[config.mk]
export PLATFORM = sky130hd
export DESIGN_NAME = owt_watchdog
export DESIGN_NICKNAME = d
export VERILOG_FILES = /design/src/owt_osc_edge.v /design/src/owt_irq_bank.v /design/src/owt_watchdog.v
export VERILOG_INCLUDE_DIRS = /design/src
export SDC_FILE = /design/constraint.sdc
export NUM_CORES = 1
export LEC_CHECK = 0
export BUFFER_PORTS_ARGS = -buffer_cell sky130_fd_sc_hd__buf_4
export CORE_MARGIN = 2
export CORE_UTILIZATION = 37
export DETAILED_ROUTE_END_ITERATION = 8
export GPL_TIMING_DRIVEN = 0
export PLACE_DENSITY = 0.7
export SYNTH_ARGS = -nofsm -noshare
export SYNTH_HDL_FRONTEND = slang
export SYNTH_SLANG_ARGS = --single-unit
[constraint.sdc]
create_clock -name aclk -period 2.2 [get_ports aclk]
set_clock_uncertainty 0.1 [all_clocks]
set_input_delay 0.55 -clock aclk [delete_from_list [all_inputs] [get_ports aclk]]
set_output_delay 0.55 -clock aclk [all_outputs]
set_load 0.05 [all_outputs]
[src/owt_regs.vh]
`ifndef OWT_REGS_VH
`define OWT_REGS_VH

////////////////////////////////////////////////////////////////////////////////
// Register indices; the byte address is four times the index
`define OWT_IDX_W 16
`define OWT_IDX_CTRL 16'hf020
`define OWT_IDX_PRESC 16'hf021
`define OWT_IDX_WRAP 16'hf022
`define OWT_IDX_COUNT 16'hf023
`define OWT_IDX_FIRED 16'hf024
`define OWT_IDX_IRQ_STAT 16'hf025
`define OWT_IDX_IRQ_EN 16'hf026
`define OWT_IDX_IRQ_CLR 16'hf027
`define OWT_ADDR_W 18

////////////////////////////////////////////////////////////////////////////////
// Field positions and widths
`define OWT_CTRL_RUN 0
`define OWT_CTRL_TRIG 1
`define OWT_FIRED_BIT 0
`define OWT_PRESC_W 16
`define OWT_COUNT_W 12
`define OWT_IRQ_W 3
`define OWT_EV_ZERO 0
`define OWT_EV_WRAP 1
`define OWT_EV_FIRE 2

////////////////////////////////////////////////////////////////////////////////
// Reset values
`define OWT_CTRL_RST 2'h0
`define OWT_PRESC_RST 16'h0000
`define OWT_WRAP_RST 16'hffff
`define OWT_COUNT_RST 12'hfff
`define OWT_IRQ_RST 3'h0

////////////////////////////////////////////////////////////////////////////////
// Bus responses
`define OWT_RESP_OKAY 2'h0
`define OWT_RESP_SLVERR 2'h2

`endif

[src/owt_osc_edge.v]
`timescale 1ns/100ps

// Brings the oscillator pin into aclk and marks each rising edge.
// Limitation: the oscillator must run below half of aclk or edges are lost.
module owt_osc_edge (
    input wire aclk,
    input wire aresetn,
    input wire osc_in,
    output reg rise_pulse
);

reg meta_reg;
reg sync_reg;
reg prev_reg;

always @(posedge aclk) begin
    if (!aresetn) begin
        meta_reg <= 1'b0;
        sync_reg <= 1'b0;
        prev_reg <= 1'b0;
        rise_pulse <= 1'b0;
    end else begin
        meta_reg <= osc_in;
        sync_reg <= meta_reg;
        prev_reg <= sync_reg;
        rise_pulse <= sync_reg & ~prev_reg;
    end
end

endmodule

[src/owt_irq_bank.v]
`timescale 1ns/100ps

// Sticky event flags with write-one-to-clear, enable mask and level output.
module owt_irq_bank #(
    parameter WIDTH = 3
) (
    input wire aclk,
    input wire aresetn,
    input wire [WIDTH-1:0] event_set,
    input wire clear_wr,
    input wire [WIDTH-1:0] clear_data,
    input wire enable_wr,
    input wire [WIDTH-1:0] enable_data,
    output reg [WIDTH-1:0] status_reg,
    output reg [WIDTH-1:0] enable_reg,
    output reg irq_reg
);

reg [WIDTH-1:0] status_next;
reg [WIDTH-1:0] enable_next;

always @* begin
    status_next = status_reg;
    enable_next = enable_reg;
    // Set beats clear so an event in the clearing cycle is kept
    if (clear_wr) begin
        status_next = status_next & ~clear_data;
    end
    status_next = status_next | event_set;
    if (enable_wr) begin
        enable_next = enable_data;
    end
end

always @(posedge aclk) begin
    if (!aresetn) begin
        status_reg <= {WIDTH{1'b0}};
        enable_reg <= {WIDTH{1'b0}};
        irq_reg <= 1'b0;
    end else begin
        status_reg <= status_next;
        enable_reg <= enable_next;
        irq_reg <= |(status_next & enable_next);
    end
end

endmodule

[src/owt_watchdog.v]
// Operation
// - After reset counting and chip-reset triggering are both disabled.
// - Control bit 1 set lets expiry reset the chip; clear blocks it.
// - Control bit 0 set lets prescaler and down-counter run.
// - Counting without triggering is allowed for debug observation.
// - 16-bit prescaler adds one per rising edge of the oscillator input.
// - Prescaler at wrap value returns to zero and decrements down-counter.
// - Current prescaler value is readable in a read-only register.
// - Wrap field sets period: oscillator divided by wrap plus one.
// - Writing the count register loads the down-counter timeout.
// - Down-counter at zero resets chip when counting and triggering both enabled.
// - Fired status bit sets on trigger; only power-on reset clears it.
`timescale 1ns/100ps
`include "owt_regs.vh"

module owt_watchdog (
    input wire aclk,
    input wire aresetn,
    input wire por_n,
    input wire osc_input_clock,
    input wire [17:0] s_axi_awaddr,
    input wire [2:0] s_axi_awprot,
    input wire s_axi_awvalid,
    output reg s_axi_awready,
    input wire [31:0] s_axi_wdata,
    input wire [3:0] s_axi_wstrb,
    input wire s_axi_wvalid,
    output reg s_axi_wready,
    output reg [1:0] s_axi_bresp,
    output reg s_axi_bvalid,
    input wire s_axi_bready,
    input wire [17:0] s_axi_araddr,
    input wire [2:0] s_axi_arprot,
    input wire s_axi_arvalid,
    output reg s_axi_arready,
    output reg [31:0] s_axi_rdata,
    output reg [1:0] s_axi_rresp,
    output reg s_axi_rvalid,
    input wire s_axi_rready,
    output reg chip_reset_req,
    output wire irq
);

////////////////////////////////////////////////////////////////////////////////
// Byte-lane merge for partial writes
function [31:0] owt_merge;
    input [31:0] old_val;
    input [31:0] new_val;
    input [3:0] strb;
    integer i;
    begin
        owt_merge = old_val;
        for (i = 0; i < 4; i = i + 1) begin
            if (strb[i]) begin
                owt_merge[i*8 +: 8] = new_val[i*8 +: 8];
            end
        end
    end
endfunction

////////////////////////////////////////////////////////////////////////////////
// State
reg run_reg;
reg trig_reg;
reg [`OWT_PRESC_W-1:0] presc_reg;
reg [`OWT_PRESC_W-1:0] wrap_reg;
reg [`OWT_COUNT_W-1:0] count_reg;
reg fired_reg;

reg aw_held_reg;
reg w_held_reg;
reg [`OWT_IDX_W-1:0] wr_idx_reg;
reg [31:0] wdata_reg;
reg [3:0] wstrb_reg;

wire osc_rise;
wire [`OWT_IRQ_W-1:0] irq_status;
wire [`OWT_IRQ_W-1:0] irq_enable;

owt_osc_edge u_osc_edge (
    .aclk(aclk),
    .aresetn(aresetn),
    .osc_in(osc_input_clock),
    .rise_pulse(osc_rise)
);

////////////////////////////////////////////////////////////////////////////////
// Write channel: address and data may arrive in either order
wire aw_hs = s_axi_awvalid & s_axi_awready;
wire w_hs = s_axi_wvalid & s_axi_wready;
wire do_write = aw_held_reg & w_held_reg & ~s_axi_bvalid;
wire wr_ctrl = do_write & (wr_idx_reg == `OWT_IDX_CTRL);
wire wr_wrap = do_write & (wr_idx_reg == `OWT_IDX_WRAP);
wire wr_count = do_write & (wr_idx_reg == `OWT_IDX_COUNT);
wire wr_irq_en = do_write & (wr_idx_reg == `OWT_IDX_IRQ_EN);
wire wr_irq_clr = do_write & (wr_idx_reg == `OWT_IDX_IRQ_CLR);
reg wr_mapped;

always @* begin
    case (wr_idx_reg)
        `OWT_IDX_CTRL, `OWT_IDX_PRESC, `OWT_IDX_WRAP, `OWT_IDX_COUNT,
        `OWT_IDX_FIRED, `OWT_IDX_IRQ_STAT, `OWT_IDX_IRQ_EN,
        `OWT_IDX_IRQ_CLR: wr_mapped = 1'b1;
        default: wr_mapped = 1'b0;
    endcase
end

wire aw_held_next = do_write ? 1'b0 : (aw_hs | aw_held_reg);
wire w_held_next = do_write ? 1'b0 : (w_hs | w_held_reg);
wire bvalid_next = do_write | (s_axi_bvalid & ~s_axi_bready);

always @(posedge aclk) begin
    if (!aresetn) begin
        aw_held_reg <= 1'b0;
        w_held_reg <= 1'b0;
        wr_idx_reg <= {`OWT_IDX_W{1'b0}};
        wdata_reg <= 32'h00000000;
        wstrb_reg <= 4'h0;
        s_axi_awready <= 1'b0;
        s_axi_wready <= 1'b0;
        s_axi_bvalid <= 1'b0;
        s_axi_bresp <= `OWT_RESP_OKAY;
    end else begin
        if (aw_hs) begin
            wr_idx_reg <= s_axi_awaddr[17:2];
        end
        if (w_hs) begin
            wdata_reg <= s_axi_wdata;
            wstrb_reg <= s_axi_wstrb;
        end
        aw_held_reg <= aw_held_next;
        w_held_reg <= w_held_next;
        s_axi_bvalid <= bvalid_next;
        // Ready drops while a beat is parked so nothing is overwritten
        s_axi_awready <= ~aw_held_next & ~bvalid_next;
        s_axi_wready <= ~w_held_next & ~bvalid_next;
        if (do_write) begin
            s_axi_bresp <= wr_mapped ? `OWT_RESP_OKAY : `OWT_RESP_SLVERR;
        end
    end
end

////////////////////////////////////////////////////////////////////////////////
// Read channel
wire ar_hs = s_axi_arvalid & s_axi_arready;
wire [`OWT_IDX_W-1:0] rd_idx = s_axi_araddr[17:2];
reg [31:0] rd_data;
reg [1:0] rd_resp;

always @* begin
    rd_data = 32'h00000000;
    rd_resp = `OWT_RESP_OKAY;
    case (rd_idx)
        `OWT_IDX_CTRL: begin
            rd_data[`OWT_CTRL_RUN] = run_reg;
            rd_data[`OWT_CTRL_TRIG] = trig_reg;
        end
        `OWT_IDX_PRESC: rd_data[`OWT_PRESC_W-1:0] = presc_reg;
        `OWT_IDX_WRAP: rd_data[`OWT_PRESC_W-1:0] = wrap_reg;
        `OWT_IDX_COUNT: rd_data[`OWT_COUNT_W-1:0] = count_reg;
        `OWT_IDX_FIRED: rd_data[`OWT_FIRED_BIT] = fired_reg;
        `OWT_IDX_IRQ_STAT: rd_data[`OWT_IRQ_W-1:0] = irq_status;
        `OWT_IDX_IRQ_EN: rd_data[`OWT_IRQ_W-1:0] = irq_enable;
        `OWT_IDX_IRQ_CLR: rd_data = 32'h00000000;
        default: rd_resp = `OWT_RESP_SLVERR;
    endcase
end

always @(posedge aclk) begin
    if (!aresetn) begin
        s_axi_arready <= 1'b0;
        s_axi_rvalid <= 1'b0;
        s_axi_rdata <= 32'h00000000;
        s_axi_rresp <= `OWT_RESP_OKAY;
    end else begin
        if (ar_hs) begin
            s_axi_rvalid <= 1'b1;
            s_axi_arready <= 1'b0;
            s_axi_rdata <= rd_data;
            s_axi_rresp <= rd_resp;
        end else if (s_axi_rvalid & s_axi_rready) begin
            s_axi_rvalid <= 1'b0;
            s_axi_arready <= 1'b1;
        end else if (!s_axi_rvalid) begin
            s_axi_arready <= 1'b1;
        end
    end
end

////////////////////////////////////////////////////////////////////////////////
// Control and wrap registers
wire [31:0] ctrl_merged = owt_merge({30'h00000000, trig_reg, run_reg}, wdata_reg, wstrb_reg);
wire [31:0] wrap_merged = owt_merge({16'h0000, wrap_reg}, wdata_reg, wstrb_reg);
wire [31:0] count_merged = owt_merge({20'h00000, count_reg}, wdata_reg, wstrb_reg);
wire [1:0] ctrl_rst = `OWT_CTRL_RST;

always @(posedge aclk) begin
    if (!aresetn) begin
        run_reg <= ctrl_rst[`OWT_CTRL_RUN];
        trig_reg <= ctrl_rst[`OWT_CTRL_TRIG];
        wrap_reg <= `OWT_WRAP_RST;
    end else begin
        if (wr_ctrl) begin
            run_reg <= ctrl_merged[`OWT_CTRL_RUN];
            trig_reg <= ctrl_merged[`OWT_CTRL_TRIG];
        end
        if (wr_wrap) begin
            wrap_reg <= wrap_merged[`OWT_PRESC_W-1:0];
        end
    end
end

////////////////////////////////////////////////////////////////////////////////
// Prescaler and down-counter
wire presc_step = run_reg & osc_rise;
wire presc_wrap = presc_step & (presc_reg == wrap_reg);
wire count_zero = (count_reg == {`OWT_COUNT_W{1'b0}});
wire count_dec = presc_wrap & ~count_zero;
// A reload in the same cycle overrides the tick, so no zero event is raised then
wire reach_zero = count_dec & ~wr_count & (count_reg == {{(`OWT_COUNT_W-1){1'b0}}, 1'b1});
// Expiry needs both run and trigger; count-only mode never fires
wire fire = run_reg & trig_reg & count_zero & ~chip_reset_req;

always @(posedge aclk) begin
    if (!aresetn) begin
        presc_reg <= `OWT_PRESC_RST;
        count_reg <= `OWT_COUNT_RST;
    end else begin
        if (presc_wrap) begin
            presc_reg <= {`OWT_PRESC_W{1'b0}};
        end else if (presc_step) begin
            presc_reg <= presc_reg + {{(`OWT_PRESC_W-1){1'b0}}, 1'b1};
        end
        // A reload in the same cycle as a tick wins; the kick is never lost
        if (wr_count) begin
            count_reg <= count_merged[`OWT_COUNT_W-1:0];
        end else if (count_dec) begin
            count_reg <= count_reg - {{(`OWT_COUNT_W-1){1'b0}}, 1'b1};
        end
    end
end

////////////////////////////////////////////////////////////////////////////////
// Chip reset request and fired flag
// The request holds until the chip reset comes back through aresetn
always @(posedge aclk) begin
    if (!aresetn) begin
        chip_reset_req <= 1'b0;
    end else if (fire) begin
        chip_reset_req <= 1'b1;
    end
end

// Only power-on reset clears this, so it survives the reset it caused
always @(posedge aclk) begin
    if (!por_n) begin
        fired_reg <= 1'b0;
    end else if (fire) begin
        fired_reg <= 1'b1;
    end
end

////////////////////////////////////////////////////////////////////////////////
// Interrupt events
wire [`OWT_IRQ_W-1:0] irq_events;
assign irq_events[`OWT_EV_ZERO] = reach_zero;
assign irq_events[`OWT_EV_WRAP] = presc_wrap;
assign irq_events[`OWT_EV_FIRE] = fire;

owt_irq_bank #(
    .WIDTH(`OWT_IRQ_W)
) u_irq_bank (
    .aclk(aclk),
    .aresetn(aresetn),
    .event_set(irq_events),
    .clear_wr(wr_irq_clr),
    .clear_data(wdata_reg[`OWT_IRQ_W-1:0]),
    .enable_wr(wr_irq_en),
    .enable_data(wdata_reg[`OWT_IRQ_W-1:0]),
    .status_reg(irq_status),
    .enable_reg(irq_enable),
    .irq_reg(irq)
);

endmodule

==> impl_metrics.csv <==
group,metric,value,unit
drt,drc,0,
power,switching_power,1.34,mW
die,ios,130,
worst_setup_path,critPathLaunchType,"register",
logic_synthesis,netlist.area_leader.share,0.425,
worst_hold_path,hp-class,"in -> reg",
logic_synthesis,synth_cell_types,60,
global_route,grtUsageTotal,0.186,
finish,area_delta_synth_final,34.8,%
finish,nets,869,
clock_tree,path_clk_slew,50,ps
worst_setup_path,crit_type,"reg -> reg",
finish,n_antenna_cell,0,
finish,design_area,7490,µm²
placement,post-dp-hpwl,10700,µm
sta,grt_setup_unrepaired,"yes",
global_route,grt_pass1_vias,4748,
die,die_y,127,µm
clock_tree,htreeDepth,4,
job,drv_cap,0,
logic_synthesis,ys_ff_latch,118,
run_status,outcome,"complete, but fails checks",
logic_synthesis,yosysTopAreaCell,"dfxtp_1",
worst_setup_path,cp.required,2380,ps
clock_tree,cts_tree,"built",
logic_synthesis,synth_cells,654,
power,p_int,4.49,mW
power,p_clk_frac,0.544,
run_status,violations,"setup timing",
worst_setup_path,reg2reg_from,"wr_idx_reg[4]$_SDFFE_PN0P_",
die,fp-row-count,44,
sta,finalSetupViolCount,11,
power,vdd_ir_drop_max,0.544,mV
sta,maxSlewViolCount,0,
power,p_comb_frac,0.075,
global_route,grt_max_degree,17,
logic_synthesis,syn_area,5560,µm²
logic_synthesis,synthArstFlopShare,0,
clock_tree,clock_latency,420,ps
finish,layout-drive-gt1-share,0.264,
logic_synthesis,yosysWarnings,0,
drt,wl,14800,µm
worst_setup_path,cp_max_fo,5,
power,power_density,778,nW/µm²
global_route,grt_pass1_wl,23800,µm
worst_setup_path,timing.rr.end,"count_reg[2]$_SDFFE_PN1P_",
global_route,grt_antenna_before_repair,0,
worst_setup_path,reg2regPathDepth,7,
drt,vias,4934,
power,seq_power_share,0.381,
power,power,5.82,mW
die,initial_core_util,0.381,
worst_setup_path,crit_start,"wr_idx_reg[4]$_SDFFE_PN0P_",
sta,fmax,0.424,GHz
logic_synthesis,synthFlopType,"dfxtp_1",
placement,place_area,6490,µm²
die,core-area,14600,µm²
logic_synthesis,synth_area_leaders,"dfxtp_1 43%, nand2_1 8.4%, mux2i_1 5.8%",
sta,relSlewSlack,0.427,
sta,period_minus_slack,2360,ps
drt,drtIter0Drc,393,
drt,drt_first_pass_iters,5,
worst_setup_path,arrival,2530,ps
placement,place_congestion,0.896,
clock_tree,cts_buffers,17,
worst_setup_path,cp-endpoint,"count_reg[2]$_SDFFE_PN1P_",
global_route,overflow,0,
sta,tightestPinTransition,860,ps
power,p_sw_frac,0.230,
die,fp.dieW,127,µm
drt,vias_per_cell,5.06,
logic_synthesis,synth.avg_cell_area,8.49,µm²
drt,detail-route-antenna-nets,0,
clock_tree,clockBufferDepth,2,
logic_synthesis,synth_edf_count,0,
clock_tree,cts.sinks,118,
placement,dp.cells,936,
placement,io_buffers,81,
sta,finalCritPeriodShare,1.07,
power,p_leak,3.17,nW
finish,fin_cells,975,
worst_setup_path,r2r_slack,-160,ps
die,dieArea,16000,µm²
sta,finalHoldViolations,0,
drt,post_drt_wl_per_cell,15.2,µm
sta,layout_setup_ws,-156,ps
worst_setup_path,end_kind,"register",
logic_synthesis,ys_seq_area_frac,0.425,
clock_tree,cts_root_buf,"clkbuf_16",
## worst max-delay path: stages, from the launching register on
cell and delay (ps):
dfxtp_2 310, or3b_4 390, or3b_4 390, or3_4 400, buf_8 160, mux2_4 310, nor2_4 100, o21ai_2 50
## kinds of logic after synthesis
family	share of synthesized area
simple gates	0.233
buf+inv	0.0529
flops	0.425
compound gates	0.151
xor+xnor	0.0489
mux	0.0793
other cells	0.000675
fa+ha+maj	0.00901
## cell usage in the layout, fill, tap and decap left out, types with 5 or more instances in the layout
cell type / instances
clkinv_4: 5
dfxtp_2: 7
and2_1: 6
o21a_1: 8
nor2_1: 51
bufinv_16: 6
o21ai_1: 13
clkbuf_1: 20
xor2_1: 24
nor2b_1: 12
o21ai_0: 8
xnor2_1: 7
dfxtp_1: 107
nor3_1: 11
buf_4: 107
mux2i_1: 32
nand2_1: 123
inv_1: 10
and3_1: 6
conb_1: 18
mux2_4: 5
a21oi_1: 38
clkbuf_16: 17
a21boi_0: 28
nand3_1: 15
## how the worst min path moves through the flow
stage,startpoint,end,slack (ps),cells past startpoint
after floorplan,u_osc_edge.prev_reg$_SDFF_PN0_,u_osc_edge.rise_pulse$_SDFF_PN0_,270,1
after global placement,u_osc_edge.prev_reg$_SDFF_PN0_,u_osc_edge.rise_pulse$_SDFF_PN0_,270,1
after detailed placement,u_osc_edge.prev_reg$_SDFF_PN0_,u_osc_edge.rise_pulse$_SDFF_PN0_,280,1
after CTS,por_n,fired_reg$_SDFFE_PN0P_,230,2
after global routing,osc_input_clock,u_osc_edge.meta_reg$_SDFF_PN0_,250,2
final,por_n,fired_reg$_SDFFE_PN0P_,250,2
## Yosys cell counts (5+ instances only)
cell type	n
and3_1	7
dfxtp_1	118
mux2i_1	32
buf_4	18
clkbuf_1	24
nand2b_1	5
xnor2_1	7
nor2_1	55
mux2_4	5
nand3_1	16
o21ai_0	19
and2_1	7
o21ai_1	5
inv_1	12
a21boi_0	28
o21a_1	8
nand2_1	124
nor2b_1	12
nor3_1	15
xor2_1	24
nor4_1	6
a21oi_1	40
## metal layers
metal / track usage / wire length (µm)
met1: 0.247 / 6800
met3: 0.0371 / 832
met4: 0.0588 / 261
met2: 0.304 / 6950
met5: 0 / 0
## power groups by stage
stage	sequential, mW	combinational, mW	clock (mW)
after floorplan	2.28	0.256	0
after global placement	2.26	0.427	0
after detailed placement	2.26	0.429	0
after CTS	2.22	0.436	3.20
after global routing	2.22	0.479	3.28
final	2.22	0.438	3.17
## area by class of cell
class                      count  area (µm²)
inverter                      12        45.0
sequential                   118        2390
fill                        1344        7100
clock inverter                15         253
timing repair buffer          92         718
multi-input combinational    495        3190
clock buffer                  17         425
buffer                        42         240
tap                          184         230
## metrics by stage
stage	hold WS, ps	setup slack, ps	TNS (ps)	util
after floorplan	267	-32.5	-45.3	-
after global placement	272	-523	-15160	0.445
after detailed placement	279	-571	-16340	0.445
after CTS	234	-124	-866	0.502
after global routing	250	-212	-2300	0.513
final	249	-156	-973	0.513
## timing repair
| action | CTS | global route |
|---|---|---|
| gates cloned | 1 | 0 |
| gates resized for setup | 23 | 40 |
| setup endpoints to repair | 56 | 46 |
| hold buffers | 0 | 0 |
| pin swaps | 7 | 8 |
| buffers inserted | 7 | 3 |
(Power assumes the default switching activity.)
